## config.mk

```make
export PLATFORM = sky130hd
export DESIGN_NAME = ssr_top
export DESIGN_NICKNAME = d
export VERILOG_FILES = /design/src/inc/ssr_pkg.sv /design/src/rtl/ssr_event_reg.sv /design/src/rtl/ssr_pulse_gen.sv /design/src/rtl/ssr_top.sv
export SDC_FILE = /design/constraint.sdc
export NUM_CORES = 1
export LEC_CHECK = 0
export BUFFER_PORTS_ARGS = -buffer_cell sky130_fd_sc_hd__buf_2
export CORE_MARGIN = 1
export CORE_UTILIZATION = 40
export CTS_BUF_LIST = sky130_fd_sc_hd__clkbuf_8
export CTS_CLUSTER_SIZE = 20
export DETAILED_ROUTE_END_ITERATION = 10
export MAX_ROUTING_LAYER = met4
export PLACE_DENSITY_LB_ADDON = 0.1
export SYNTH_ARGS = -nofsm -noshare
export SYNTH_HDL_FRONTEND = slang
export SYNTH_SLANG_ARGS = --single-unit
```

## constraint.sdc

```tcl
create_clock -name SYS_CLK_IN -period 6 [get_ports SYS_CLK_IN]
set_clock_uncertainty 0.15 [all_clocks]
set_input_delay 0.6 -clock SYS_CLK_IN [delete_from_list [all_inputs] [get_ports SYS_CLK_IN]]
set_output_delay 0.6 -clock SYS_CLK_IN [all_outputs]
set_load 0.02 [all_outputs]
```

## src/inc/ssr_pkg.sv

```systemverilog
/*
 * Constants and types of the serial status reporting block: register
 * indices, address layout, field encodings, reset values and timing.
 * Assumes a 50 MHz module clock and a 32-bit classic Wishbone bus.
 */
`default_nettype none
package ssr_pkg;
  // Clock and timing
  localparam int CLK_HZ = 50_000_000;
  localparam int PULSE_MIN_NS = 1000;
  localparam int PULSE_CYCLES = (PULSE_MIN_NS * (CLK_HZ / 1_000_000) + 999) / 1000;
  localparam int PULSE_CNT_W = 8;

  // Address layout: word index, per-bit mode flag, bit index
  localparam int ADR_W = 16;
  localparam int IDX_LSB = 2;
  localparam int IDX_W = 5;
  localparam int BIT_MODE_POS = 8;
  localparam int BIT_IDX_LSB = 9;
  localparam int BIT_IDX_W = 4;

  // Register word indices
  localparam logic [4:0] REG_FLOW = 5'h00;
  localparam logic [4:0] REG_PARITY = 5'h01;
  localparam logic [4:0] REG_PULSE_MODE = 5'h02;
  localparam logic [4:0] REG_STATUS_BYTE = 5'h03;
  localparam logic [4:0] REG_SRQ_ENABLE = 5'h04;
  localparam logic [4:0] REG_CLEAR_STATUS = 5'h05;
  localparam logic [4:0] REG_STD_EVENT = 5'h06;
  localparam logic [4:0] REG_STD_EVENT_EN = 5'h07;
  localparam logic [4:0] REG_COMM_ERR = 5'h08;
  localparam logic [4:0] REG_COMM_ERR_EN = 5'h09;
  localparam logic [4:0] REG_OVL_COND = 5'h0a;
  localparam logic [4:0] REG_OVL_STATUS = 5'h0b;
  localparam logic [4:0] REG_OVL_STATUS_EN = 5'h0c;
  localparam logic [4:0] REG_EXEC_ERR = 5'h0d;

  // Flow control and parity encodings
  localparam logic [1:0] FLOW_NONE = 2'h0;
  localparam logic [1:0] FLOW_RTS = 2'h1;
  localparam logic [1:0] FLOW_XON = 2'h2;
  localparam logic [2:0] PAR_NONE = 3'h0;
  localparam logic [2:0] PAR_ODD = 3'h1;
  localparam logic [2:0] PAR_EVEN = 3'h2;
  localparam logic [2:0] PAR_MARK = 3'h3;
  localparam logic [2:0] PAR_SPACE = 3'h4;

  // Reset values
  localparam logic [1:0] FLOW_RST = FLOW_RTS;
  localparam logic [2:0] PAR_RST = PAR_NONE;
  localparam logic PULSE_MODE_RST = 1'b0;
  localparam logic [7:0] MASK_RST = 8'h00;

  // Status byte bit positions
  localparam int STB_OVL_POS = 0;
  localparam int STB_COMM_POS = 1;
  localparam int STB_EVENT_POS = 5;
  localparam int STB_MSS_POS = 6;

  // Execution error codes
  localparam logic [7:0] EXE_NONE = 8'h00;
  localparam logic [7:0] EXE_ILLEGAL_VALUE = 8'h01;
  localparam logic [7:0] EXE_INVALID_BIT = 8'h03;

  // One decoded bus request
  typedef struct packed {
    logic take;
    logic we;
    logic [4:0] idx;
    logic bit_mode;
    logic [3:0] bit_idx;
    logic [31:0] wdat;
  } ssr_req_t;
endpackage : ssr_pkg
`default_nettype wire

```

## src/rtl/ssr_event_reg.sv

```systemverilog
/*
 * Eight-bit sticky event register with per-bit clear and a bulk clear.
 * Assumes set and clear inputs come from logic on the same clock.
 */
`timescale 1ns/1ps
`default_nettype none
module ssr_event_reg (
  // Clock and reset
  input wire logic clk_in,
  input wire logic rst_in,
  // Events and clears
  input wire logic [7:0] set_in,
  input wire logic [7:0] clr_in,
  input wire logic clr_all_in,
  // State
  output logic [7:0] value_out
);
  logic [7:0] value_ff;
  logic [7:0] nxt_value;

  // Arriving events win over any clear in the same cycle
  always_comb begin
    nxt_value = (clr_all_in ? 8'h00 : (value_ff & ~clr_in)) | set_in;
  end

  always_ff @(posedge clk_in) begin
    if (rst_in) begin
      value_ff <= 8'h00;
    end else begin
      value_ff <= nxt_value;
    end
  end

  assign value_out = value_ff;
endmodule : ssr_event_reg
`default_nettype wire

```

## src/rtl/ssr_pulse_gen.sv

```systemverilog
/*
 * Stretches a one-cycle trigger into an active-high pulse of fixed length.
 * Assumes the trigger is a single-cycle pulse on the same clock.
 */
`timescale 1ns/1ps
`default_nettype none
module ssr_pulse_gen (
  // Clock and reset
  input wire logic clk_in,
  input wire logic rst_in,
  // Trigger and pulse
  input wire logic trig_in,
  output logic active_out
);
  localparam logic [ssr_pkg::PULSE_CNT_W-1:0] LEN =
    ssr_pkg::PULSE_CNT_W'(ssr_pkg::PULSE_CYCLES);
  logic [ssr_pkg::PULSE_CNT_W-1:0] cnt_ff;

  // A new trigger restarts the full length
  always_ff @(posedge clk_in) begin
    if (rst_in) begin
      cnt_ff <= '0;
    end else if (trig_in) begin
      cnt_ff <= LEN;
    end else if (cnt_ff != '0) begin
      cnt_ff <= cnt_ff - 1'b1;
    end
  end

  assign active_out = (cnt_ff != '0);
endmodule : ssr_pulse_gen
`default_nettype wire

```

## src/rtl/ssr_top.sv

```systemverilog
/*
 * Status reporting and serial-link configuration registers behind a
 * classic Wishbone slave, with an active-low service request line.
 * Assumes event inputs are single-cycle pulses from same-clock logic and
 * overload condition inputs are asynchronous pins.
 */
// Overview of operation
// - Flow control is held rw: none 0, request-to-send 1, software handshake 2.
// - Reset selects request-to-send flow control.
// - Parity is held rw: none 0, odd 1, even 2, mark 3, space 4.
// - Reset selects no parity.
// - Whole status byte read returns all bits and releases the latched status line, not a running pulse.
// - Single-bit status byte read returns one bit, status line unchanged.
// - Service request mask is rw whole or per addressed bit.
// - Clear status clears standard event, comm-error and overload status together.
// - Standard event register reads whole or per addressed bit.
// - A standard event read clears exactly the bits it returned.
// - Standard event mask is rw whole or per addressed bit.
// - Comm-error status reads whole or per bit, clearing only returned bits.
// - Comm-error mask is rw whole or per addressed bit.
// - Overload condition is read-only live state, whole or per bit.
// - Overload status reads whole or per bit, clearing only returned bits.
// - Overload status mask is rw whole or per addressed bit.
// - In pulse mode each new request pulses the line low at least 1 us.
// - Outside pulse mode a request holds the line low until a full read.
// - Pulse mode is rw, off 0 on 1, and off after reset.
// - Bit indices above 7 are refused with an invalid-bit execution error.
`timescale 1ns/1ps
`default_nettype none
module ssr_top (
  // Clock and reset
  input wire logic SYS_CLK_IN,
  input wire logic SYS_RST_IN,
  // Wishbone slave
  input wire logic WB_CYC_IN,
  input wire logic WB_STB_IN,
  input wire logic WB_WE_IN,
  input wire logic [15:0] WB_ADR_IN,
  input wire logic [3:0] WB_SEL_IN,
  input wire logic [31:0] WB_DAT_IN,
  output logic [31:0] WB_DAT_OUT,
  output logic WB_ACK_OUT,
  // Event sources
  input wire logic [7:0] STD_EVENT_IN,
  input wire logic [7:0] COMM_ERR_EVENT_IN,
  input wire logic [7:0] OVERLOAD_COND_IN,
  input wire logic [7:0] STATUS_AUX_IN,
  // Link settings and status line
  output logic [1:0] FLOW_SEL_OUT,
  output logic [2:0] PARITY_SEL_OUT,
  output logic STATUS_N_OUT
);
  ssr_pkg::ssr_req_t req;
  logic ack_ff;
  logic [31:0] rdat_ff;
  logic [31:0] nxt_rdat;
  logic [1:0] flow_sel_ff;
  logic [2:0] parity_select_ff;
  logic pulse_request_mode_ff;
  logic [7:0] srq_enable_ff;
  logic [7:0] std_event_enable_ff;
  logic [7:0] comm_error_enable_ff;
  logic [7:0] overload_status_enable_ff;
  logic [7:0] exec_err_ff;
  logic [7:0] ovl_meta_ff;
  logic [7:0] overload_condition_ff;
  logic [7:0] ovl_prev_ff;
  logic [7:0] masked_prev_ff;
  logic status_latch_ff;
  logic [7:0] std_event;
  logic [7:0] comm_error_status;
  logic [7:0] overload_status;
  logic [7:0] status_byte;
  logic [7:0] masked;
  logic new_request;
  logic pulse_active;
  logic bit_ok;
  logic [7:0] bit_onehot;
  logic [7:0] rd_clr_mask;
  logic clr_all;
  logic wr_take;
  logic rd_take;
  logic full_stb_read;
  logic [7:0] ev_set [3];
  logic [7:0] ev_clr [3];
  logic [7:0] ev_val [3];

  // Request decode: taken in the cycle before ack rises
  always_comb begin
    req.take = WB_CYC_IN & WB_STB_IN & ~ack_ff;
    req.we = WB_WE_IN;
    req.idx = WB_ADR_IN[ssr_pkg::IDX_LSB +: ssr_pkg::IDX_W];
    req.bit_mode = WB_ADR_IN[ssr_pkg::BIT_MODE_POS];
    req.bit_idx = WB_ADR_IN[ssr_pkg::BIT_IDX_LSB +: ssr_pkg::BIT_IDX_W];
    req.wdat = WB_DAT_IN;
  end

  assign wr_take = req.take & req.we & WB_SEL_IN[0];
  assign rd_take = req.take & ~req.we;
  assign bit_ok = (req.bit_idx[3] == 1'b0);
  assign bit_onehot = 8'h01 << req.bit_idx[2:0];

  // Bits returned by a read are the bits that read clears
  always_comb begin
    if (!req.bit_mode) begin
      rd_clr_mask = 8'hff;
    end else if (bit_ok) begin
      rd_clr_mask = bit_onehot;
    end else begin
      rd_clr_mask = 8'h00;
    end
  end

  assign clr_all = wr_take & (req.idx == ssr_pkg::REG_CLEAR_STATUS);
  assign full_stb_read = rd_take & ~req.bit_mode & (req.idx == ssr_pkg::REG_STATUS_BYTE);

  // Bus acknowledge, one cycle after the request is seen
  always_ff @(posedge SYS_CLK_IN) begin
    if (SYS_RST_IN) begin
      ack_ff <= 1'b0;
    end else begin
      ack_ff <= req.take;
    end
  end

  // Overload condition pins pass two flip-flops
  always_ff @(posedge SYS_CLK_IN) begin
    if (SYS_RST_IN) begin
      ovl_meta_ff <= 8'h00;
      overload_condition_ff <= 8'h00;
      ovl_prev_ff <= 8'h00;
    end else begin
      ovl_meta_ff <= OVERLOAD_COND_IN;
      overload_condition_ff <= ovl_meta_ff;
      ovl_prev_ff <= overload_condition_ff;
    end
  end

  // Event registers: standard event, comm error, overload status
  always_comb begin
    ev_set[0] = STD_EVENT_IN;
    ev_set[1] = COMM_ERR_EVENT_IN;
    ev_set[2] = overload_condition_ff & ~ovl_prev_ff;
    ev_clr[0] = (rd_take && req.idx == ssr_pkg::REG_STD_EVENT) ? rd_clr_mask : 8'h00;
    ev_clr[1] = (rd_take && req.idx == ssr_pkg::REG_COMM_ERR) ? rd_clr_mask : 8'h00;
    ev_clr[2] = (rd_take && req.idx == ssr_pkg::REG_OVL_STATUS) ? rd_clr_mask : 8'h00;
  end

  genvar g;
  generate
    for (g = 0; g < 3; g++) begin : g_event
      ssr_event_reg u_event (
        .clk_in(SYS_CLK_IN),
        .rst_in(SYS_RST_IN),
        .set_in(ev_set[g]),
        .clr_in(ev_clr[g]),
        .clr_all_in(clr_all),
        .value_out(ev_val[g])
      );
    end
  endgenerate

  assign std_event = ev_val[0];
  assign comm_error_status = ev_val[1];
  assign overload_status = ev_val[2];

  // Status byte with summary bits
  always_comb begin
    status_byte = STATUS_AUX_IN;
    status_byte[ssr_pkg::STB_OVL_POS] = |(overload_status & overload_status_enable_ff);
    status_byte[ssr_pkg::STB_COMM_POS] = |(comm_error_status & comm_error_enable_ff);
    status_byte[ssr_pkg::STB_EVENT_POS] = |(std_event & std_event_enable_ff);
    status_byte[ssr_pkg::STB_MSS_POS] = 1'b0;
    masked = status_byte & srq_enable_ff;
    status_byte[ssr_pkg::STB_MSS_POS] = |masked;
  end

  // Newly set enabled bits raise a request
  always_ff @(posedge SYS_CLK_IN) begin
    if (SYS_RST_IN) begin
      masked_prev_ff <= 8'h00;
    end else begin
      masked_prev_ff <= masked;
    end
  end

  assign new_request = |(masked & ~masked_prev_ff);

  // Latched status line; a fresh request wins over a full read
  always_ff @(posedge SYS_CLK_IN) begin
    if (SYS_RST_IN) begin
      status_latch_ff <= 1'b0;
    end else if (new_request && !pulse_request_mode_ff) begin
      status_latch_ff <= 1'b1;
    end else if (full_stb_read) begin
      status_latch_ff <= 1'b0;
    end
  end

  ssr_pulse_gen u_pulse (
    .clk_in(SYS_CLK_IN),
    .rst_in(SYS_RST_IN),
    .trig_in(new_request & pulse_request_mode_ff),
    .active_out(pulse_active)
  );

  // Link settings
  always_ff @(posedge SYS_CLK_IN) begin
    if (SYS_RST_IN) begin
      flow_sel_ff <= ssr_pkg::FLOW_RST;
    end else if (wr_take && req.idx == ssr_pkg::REG_FLOW
                 && req.wdat[7:0] <= 8'(ssr_pkg::FLOW_XON)) begin
      flow_sel_ff <= req.wdat[1:0];
    end
  end

  always_ff @(posedge SYS_CLK_IN) begin
    if (SYS_RST_IN) begin
      parity_select_ff <= ssr_pkg::PAR_RST;
    end else if (wr_take && req.idx == ssr_pkg::REG_PARITY
                 && req.wdat[7:0] <= 8'(ssr_pkg::PAR_SPACE)) begin
      parity_select_ff <= req.wdat[2:0];
    end
  end

  always_ff @(posedge SYS_CLK_IN) begin
    if (SYS_RST_IN) begin
      pulse_request_mode_ff <= ssr_pkg::PULSE_MODE_RST;
    end else if (wr_take && req.idx == ssr_pkg::REG_PULSE_MODE) begin
      pulse_request_mode_ff <= req.wdat[0];
    end
  end

  // Enable masks, whole or per bit
  function automatic logic [7:0] mask_write(input logic [7:0] cur, input ssr_pkg::ssr_req_t r,
                                            input logic [7:0] onehot, input logic ok);
    logic [7:0] res;
    res = cur;
    if (!r.bit_mode) begin
      res = r.wdat[7:0];
    end else if (ok) begin
      res = r.wdat[0] ? (cur | onehot) : (cur & ~onehot);
    end
    return res;
  endfunction : mask_write

  always_ff @(posedge SYS_CLK_IN) begin
    if (SYS_RST_IN) begin
      srq_enable_ff <= ssr_pkg::MASK_RST;
    end else if (wr_take && req.idx == ssr_pkg::REG_SRQ_ENABLE) begin
      srq_enable_ff <= mask_write(srq_enable_ff, req, bit_onehot, bit_ok);
    end
  end

  always_ff @(posedge SYS_CLK_IN) begin
    if (SYS_RST_IN) begin
      std_event_enable_ff <= ssr_pkg::MASK_RST;
    end else if (wr_take && req.idx == ssr_pkg::REG_STD_EVENT_EN) begin
      std_event_enable_ff <= mask_write(std_event_enable_ff, req, bit_onehot, bit_ok);
    end
  end

  always_ff @(posedge SYS_CLK_IN) begin
    if (SYS_RST_IN) begin
      comm_error_enable_ff <= ssr_pkg::MASK_RST;
    end else if (wr_take && req.idx == ssr_pkg::REG_COMM_ERR_EN) begin
      comm_error_enable_ff <= mask_write(comm_error_enable_ff, req, bit_onehot, bit_ok);
    end
  end

  always_ff @(posedge SYS_CLK_IN) begin
    if (SYS_RST_IN) begin
      overload_status_enable_ff <= ssr_pkg::MASK_RST;
    end else if (wr_take && req.idx == ssr_pkg::REG_OVL_STATUS_EN) begin
      overload_status_enable_ff <= mask_write(overload_status_enable_ff, req, bit_onehot, bit_ok);
    end
  end

  // Execution error: refused values and bad bit indices; read clears
  always_ff @(posedge SYS_CLK_IN) begin
    if (SYS_RST_IN) begin
      exec_err_ff <= ssr_pkg::EXE_NONE;
    end else if (req.take && req.bit_mode && !bit_ok) begin
      exec_err_ff <= ssr_pkg::EXE_INVALID_BIT;
    end else if (wr_take && ((req.idx == ssr_pkg::REG_FLOW
                              && req.wdat[7:0] > 8'(ssr_pkg::FLOW_XON))
                             || (req.idx == ssr_pkg::REG_PARITY
                                 && req.wdat[7:0] > 8'(ssr_pkg::PAR_SPACE)))) begin
      exec_err_ff <= ssr_pkg::EXE_ILLEGAL_VALUE;
    end else if (rd_take && req.idx == ssr_pkg::REG_EXEC_ERR) begin
      exec_err_ff <= ssr_pkg::EXE_NONE;
    end
  end

  // Read data selection
  function automatic logic [31:0] pick(input logic [7:0] v, input ssr_pkg::ssr_req_t r,
                                       input logic ok);
    logic [31:0] res;
    res = 32'h0000_0000;
    if (!r.bit_mode) begin
      res = {24'h00_0000, v};
    end else if (ok) begin
      res = {31'h0000_0000, v[r.bit_idx[2:0]]};
    end
    return res;
  endfunction : pick

  always_comb begin
    case (req.idx)
      ssr_pkg::REG_FLOW: nxt_rdat = {30'h0000_0000, flow_sel_ff};
      ssr_pkg::REG_PARITY: nxt_rdat = {29'h0000_0000, parity_select_ff};
      ssr_pkg::REG_PULSE_MODE: nxt_rdat = {31'h0000_0000, pulse_request_mode_ff};
      ssr_pkg::REG_STATUS_BYTE: nxt_rdat = pick(status_byte, req, bit_ok);
      ssr_pkg::REG_SRQ_ENABLE: nxt_rdat = pick(srq_enable_ff, req, bit_ok);
      ssr_pkg::REG_STD_EVENT: nxt_rdat = pick(std_event, req, bit_ok);
      ssr_pkg::REG_STD_EVENT_EN: nxt_rdat = pick(std_event_enable_ff, req, bit_ok);
      ssr_pkg::REG_COMM_ERR: nxt_rdat = pick(comm_error_status, req, bit_ok);
      ssr_pkg::REG_COMM_ERR_EN: nxt_rdat = pick(comm_error_enable_ff, req, bit_ok);
      ssr_pkg::REG_OVL_COND: nxt_rdat = pick(overload_condition_ff, req, bit_ok);
      ssr_pkg::REG_OVL_STATUS: nxt_rdat = pick(overload_status, req, bit_ok);
      ssr_pkg::REG_OVL_STATUS_EN: nxt_rdat = pick(overload_status_enable_ff, req, bit_ok);
      ssr_pkg::REG_EXEC_ERR: nxt_rdat = {24'h00_0000, exec_err_ff};
      default: nxt_rdat = 32'h0000_0000;
    endcase
  end

  always_ff @(posedge SYS_CLK_IN) begin
    if (SYS_RST_IN) begin
      rdat_ff <= 32'h0000_0000;
    end else if (rd_take) begin
      rdat_ff <= nxt_rdat;
    end
  end

  assign WB_ACK_OUT = ack_ff;
  assign WB_DAT_OUT = rdat_ff;
  assign FLOW_SEL_OUT = flow_sel_ff;
  assign PARITY_SEL_OUT = parity_select_ff;
  assign STATUS_N_OUT = ~(status_latch_ff | pulse_active);
endmodule : ssr_top
`default_nettype wire

```

# == Word-level counts from Yosys, hierarchy flattened ==
# Index checks and enable logic that the tools add are counted.
# word_totals
ff_bits,138
latchBits,0
ramBits,0
rom_bits,0
inputBits,89
mem_count,0
# op_classes
n_addsub,1
mul,0
n_div,0
order_cmp,5
eq_ne,14
shift,1
muxes,64
n_bitwise,40
reduce_logical,36
# ops
operator,n
$mux W8,29
$and A8 B8 Y8,13
$pmux W8 S13,1
$or A8 B8 Y8,7
$not A8 Y8,6
$reduce_or A8 Y1,5
$eq A5 B4 Y1 const B,6
$bmux W1 S3,9
$eq A5 B3 Y1 const B,4
$mux W1,20
$logic_and A1 B1 Y1,19
$mux W6,2
$eq A5 B2 Y1 const B,2
$and A1 B1 Y1,9
$gt A8 B2 Y1 const B,1
$gt A8 B3 Y1 const B,1
$le A8 B2 Y1 const B,1
$le A8 B3 Y1 const B,1
$reduce_and A2 Y1,4
$reduce_bool A8 Y1,1
$shl A1 B3 Y8 const A,1
$sub A8 B1 Y8 const B,1
$mux W2,3
$eq A5 B1 Y1 const B,1
10 further kinds,14

# == Longest topological paths before layout ==
# depth
ltp_word,9
ltp_mapped,9
depth_no_buf,8

# == Cells and area by module ==
# From an unflattened synthesis, not the netlist that was laid out.
# unflattened
cells_unflattened,720
hier_area_um2,6296.0
# modules_own_cells
module,instances,cells_per_inst,area_per_inst_um2
ssr_top,1,573,4973.5
ssr_event_reg,3,33,304.0
ssr_pulse_gen,1,48,410.4

# == Worst setup path after synthesis ==
# OpenSTA, ideal clock, no wires.
# synth_path
path_kind,register to output
from,reg u_pulse.cnt_ff[0] in the netlist's numbering
to,out STATUS_N_OUT
t_arrival_ns,2.005
setup_slack_ns,3.245
stages_incl_launch_ff,8
path_buffers,1
path_cell_list,dfxtp_1 -> inv_1 -> ha_1 -> or3b_1 -> or4_1 -> or2_0 -> clkbuf_1 -> nor2_1
# synth_between
elab_chain_cells,3
# synth_rtl
item,line_no,source
from (decl),ssr_pulse_gen.sv:17,logic [ssr_pkg::PULSE_CNT_W-1:0] cnt_ff;
from (signal assigned),ssr_pulse_gen.sv:26,cnt_ff <= cnt_ff - 1'b1;
$reduce_bool A8 Y1,ssr_pulse_gen.sv:30,assign active_out = (cnt_ff != '0);
$or A1 B1 Y1,ssr_top.sv:339,assign STATUS_N_OUT = ~(status_latch_ff | pulse_active);
$not A1 Y1,ssr_top.sv:339,
to (decl),ssr_top.sv:51,output logic STATUS_N_OUT
# No other way between the ends.

# == Worst setup path after layout ==
# Same ends and word-level chain as after synthesis.

==> impl_metrics.sql <==
INSERT INTO impl_metrics (metric_group, metric, value, unit) VALUES
('global_route', 'antenna_found_initial', '0', ''),
('critical_path', 'r2r_start', 'WB_ACK_OUT$_SDFF_PP0_', ''),
('detailed_routing', 'drt_pre_antenna_iters', '5', ''),
('critical_path', 'critical_path.cell_chain', 'inv_1 > ha_1 > or3b_1 > or4_1 > or2_0 > nor2_1 > buf_2', ''),
('cts', 'cts.repair_timing.setup_buffer_count', '0', ''),
('placement', 'detailed_place.area', '0.00610', 'mm^2'),
('sta', 'finalSetupViolations', '0', ''),
('cts', 'cts_tree', 'built', ''),
('layout', 'final_util', '0.465', ''),
('yosys', 'synth_simple_gate_area_share', '0.200', ''),
('critical_path', 'terminus_of_the_critical_flop_to_flop_path', 'g_event[0].u_event.value_out[4]$_SDFF_PP0_', ''),
('sta', 'hold_viol_final', '0', ''),
('layout', 'finalInstanceArea', '0.00656', 'mm^2'),
('cts', 'clk_pin_slew_worst_setup_hold_paths', '70', 'ps'),
('cts', 'cts-buffers-inserted', '17', ''),
('yosys', 'synth-adder-area-share', '0.00213', ''),
('yosys', 'synth-async-reset-ratio', '0', ''),
('layout', 'layout-drive-gt1-share', '0.184', ''),
('global_route', 'grt_pass1_vias', '5099', ''),
('critical_path', 'kind_of_launch_point_of_the_worst_setup_path', 'flip-flop', ''),
('yosys', 'syn_area_per_cell', '8.84', 'um^2'),
('global_route', 'global_route.usage.total', '0.269', ''),
('die', 'die_y', '123', 'um'),
('sta', 'transition_at_the_pin_with_the_smallest_max_transition_slack', '1200', 'ps'),
('cts', 'holdBufCountCts', '0', ''),
('min_path', 'hp-class', 'in2reg', ''),
('detailed_routing', 'total_wirelength_of_the_detailed_routed_design', '18.7', 'mm'),
('critical_path', 'cp-end-kind', 'output pin', ''),
('yosys', 'netlist.area_leader.share', '0.386', ''),
('critical_path', 'cp_top_family', 'simple AND/OR/NAND/NOR gates', ''),
('detailed_routing', 'drcViolationCount', '0', ''),
('placement', 'place.gp.congestion', '1.03', ''),
('global_route', 'grt_first_pass_wirelength', '29.0', 'mm'),
('power', 'total_power', '0.00190', 'W'),
('cts', 'cts-htree-levels', '4', ''),
('die', 'design.portCount', '128', ''),
('sta', 'final_min_period_over_clock_period', '0.558', ''),
('layout', 'final_nets', '795', ''),
('die', 'effective_utilization_at_floorplan', '0.416', ''),
('cts', 'cts_sinks', '113', ''),
('layout', 'number_of_inserted_diodes', '0', ''),
('critical_path', 'worst-path-buf-inv', '2', ''),
('yosys', 'post_synth_num_cell_types', '66', ''),
('power', 'power_density', '289', 'mW/mm^2'),
('die', 'core_area', '0.0141', 'mm^2'),
('critical_path', 'worstSetupStartpoint', 'u_pulse.cnt_ff[0]$_SDFFE_PP0P_', ''),
('die', 'fp-row-count', '43', ''),
('sta', 'clock.fmax', '0.299', 'GHz'),
('critical_path', 'slowest_delay', '440', 'ps'),
('sta', 'setup_total_negative_slack', '0', 'ps'),
('yosys', 'synth_cells', '663', ''),
('cts', 'clockBufferDepth', '2', ''),
('cts', 'resized_cells_post_cts', '0', ''),
('detailed_routing', 'drt_iter0_markers', '550', ''),
('critical_path', 'cp_max_fo', '7', ''),
('yosys', 'ys.warnings.count', '0', ''),
('run_status', 'run_status', 'finished, final reports clean', ''),
('critical_path', 'timing.critical_path.slowest_stage_cell', 'or4_1', ''),
('yosys', 'yosys_most_used_dff', 'dfxtp_1', ''),
('critical_path', 'timing.setup.critical_path_class', 'reg2out', ''),
('sta', 'slew_violations', '0', ''),
('die', 'die_area', '0.0151', 'mm^2'),
('placement', 'detailedPlacementHpwl', '13.5', 'mm'),
('yosys', 'combinational_family_with_the_most_area_after_synthesis', 'compound AO/OA/AOI/OAI gates', ''),
('power', 'total_leakage_power', '2.38', 'nW'),
('yosys', 'synth_compound_gate_area_share', '0.240', ''),
('yosys', 'synth_top_cell_by_area', 'dfxtp_1', ''),
('die', 'die-width', '123', 'um'),
('yosys', 'synth_seq_cells', '113', ''),
('detailed_routing', 'drtAntennaViolNets', '0', ''),
('yosys', 'post_synth_mux_area_share', '0.0849', '');
## cell families after synthesis
| family | Yosys count |
|---|---|
| xor+xnor | 4 |
| other cells | 1 |
| mux | 29 |
| fa+ha+maj | 1 |
| flops | 113 |
| buf+inv | 84 |
| simple gates | 227 |
| compound gates | 204 |
## cell usage after synthesis, types with 3 or more instances
cell	n
a31oi_1	20
dfxtp_1	113
o31ai_1	4
nand2_1	58
nor2b_1	33
nand3_1	32
o21ai_1	3
or4_1	3
mux4_2	16
nand3b_1	4
buf_2	8
clkbuf_1	23
xnor2_1	3
a32o_1	8
nand4_1	7
nor2_1	49
a41o_1	4
or3b_1	3
a21oi_1	48
buf_6	4
or3_1	3
and3_1	10
nor3_1	5
a22o_1	3
nand2b_1	5
a211oi_1	27
o21ai_0	20
buf_4	29
a22oi_1	40
mux2i_1	7
inv_1	17
mux2_2	6
a222oi_1	3
## power breakdown
group	switching [W]	internal (W)
Clock	0.000333	0.000487
Sequential	0.0000324	0.000787
Combinational	0.000161	0.0000963
Total	0.000526	0.00137
## how the worst min path moves through the flow
stage / startpoint / to / slack [ps] / cells past startpoint
2_1_floorplan: ovl_meta_ff[0]$_SDFF_PP0_ / overload_condition_ff[0]$_SDFF_PP0_ / 260 / 1
3_3_place_gp: ovl_meta_ff[6]$_SDFF_PP0_ / overload_condition_ff[6]$_SDFF_PP0_ / 270 / 1
3_5_place_dp: ovl_meta_ff[5]$_SDFF_PP0_ / overload_condition_ff[5]$_SDFF_PP0_ / 270 / 1
4_1_cts: OVERLOAD_COND_IN[6] / ovl_meta_ff[6]$_SDFF_PP0_ / 190 / 2
5_1_grt: OVERLOAD_COND_IN[7] / ovl_meta_ff[7]$_SDFF_PP0_ / 200 / 2
6_report: OVERLOAD_COND_IN[2] / ovl_meta_ff[2]$_SDFF_PP0_ / 210 / 2
## per-stage QoR
step                      cells  worst slack, ps
after CTS                   898             2630
after floorplan             686             3250
after global placement      866             2770
after detailed placement    866             2760
after global routing        898             2480
final                       898             2650
## cell type report
type	count	area (um^2)
fillers	1377	7540
multi-input cells	489	3210
flip-flops and latches	113	2260
repair buffers	67	340
clock buffers	20	275
well taps	180	225
clock inverters	12	180
inverters	17	63.8
## placed cells by master (no fill, tap or decap), types with 5 or more instances in the layout
cell type and instances:
mux2_2 6, and3_1 10, nor2_1 49, conb_1 24, dfxtp_1 113, inv_1 17
nand2_1 58, a21oi_1 48, nor2b_1 33, mux2i_1 7, a31oi_1 20, nand4_1 7
nor3_1 5, a22oi_1 40, buf_2 65, mux4_2 16, nand2b_1 5, nand3_1 32
o21ai_0 20, a211oi_1 27, clkbuf_8 20, a32o_1 8
## metal layers
metal	vias up	track usage	routed length, um
li1	2518	-	-
met1	2564	0.342	8030
met2	285	0.420	8680
met3	37	0.0613	1540
met4	0	0.0956	455
met5	-	-	0
Note: power is estimated with default switching activity, not from simulation.
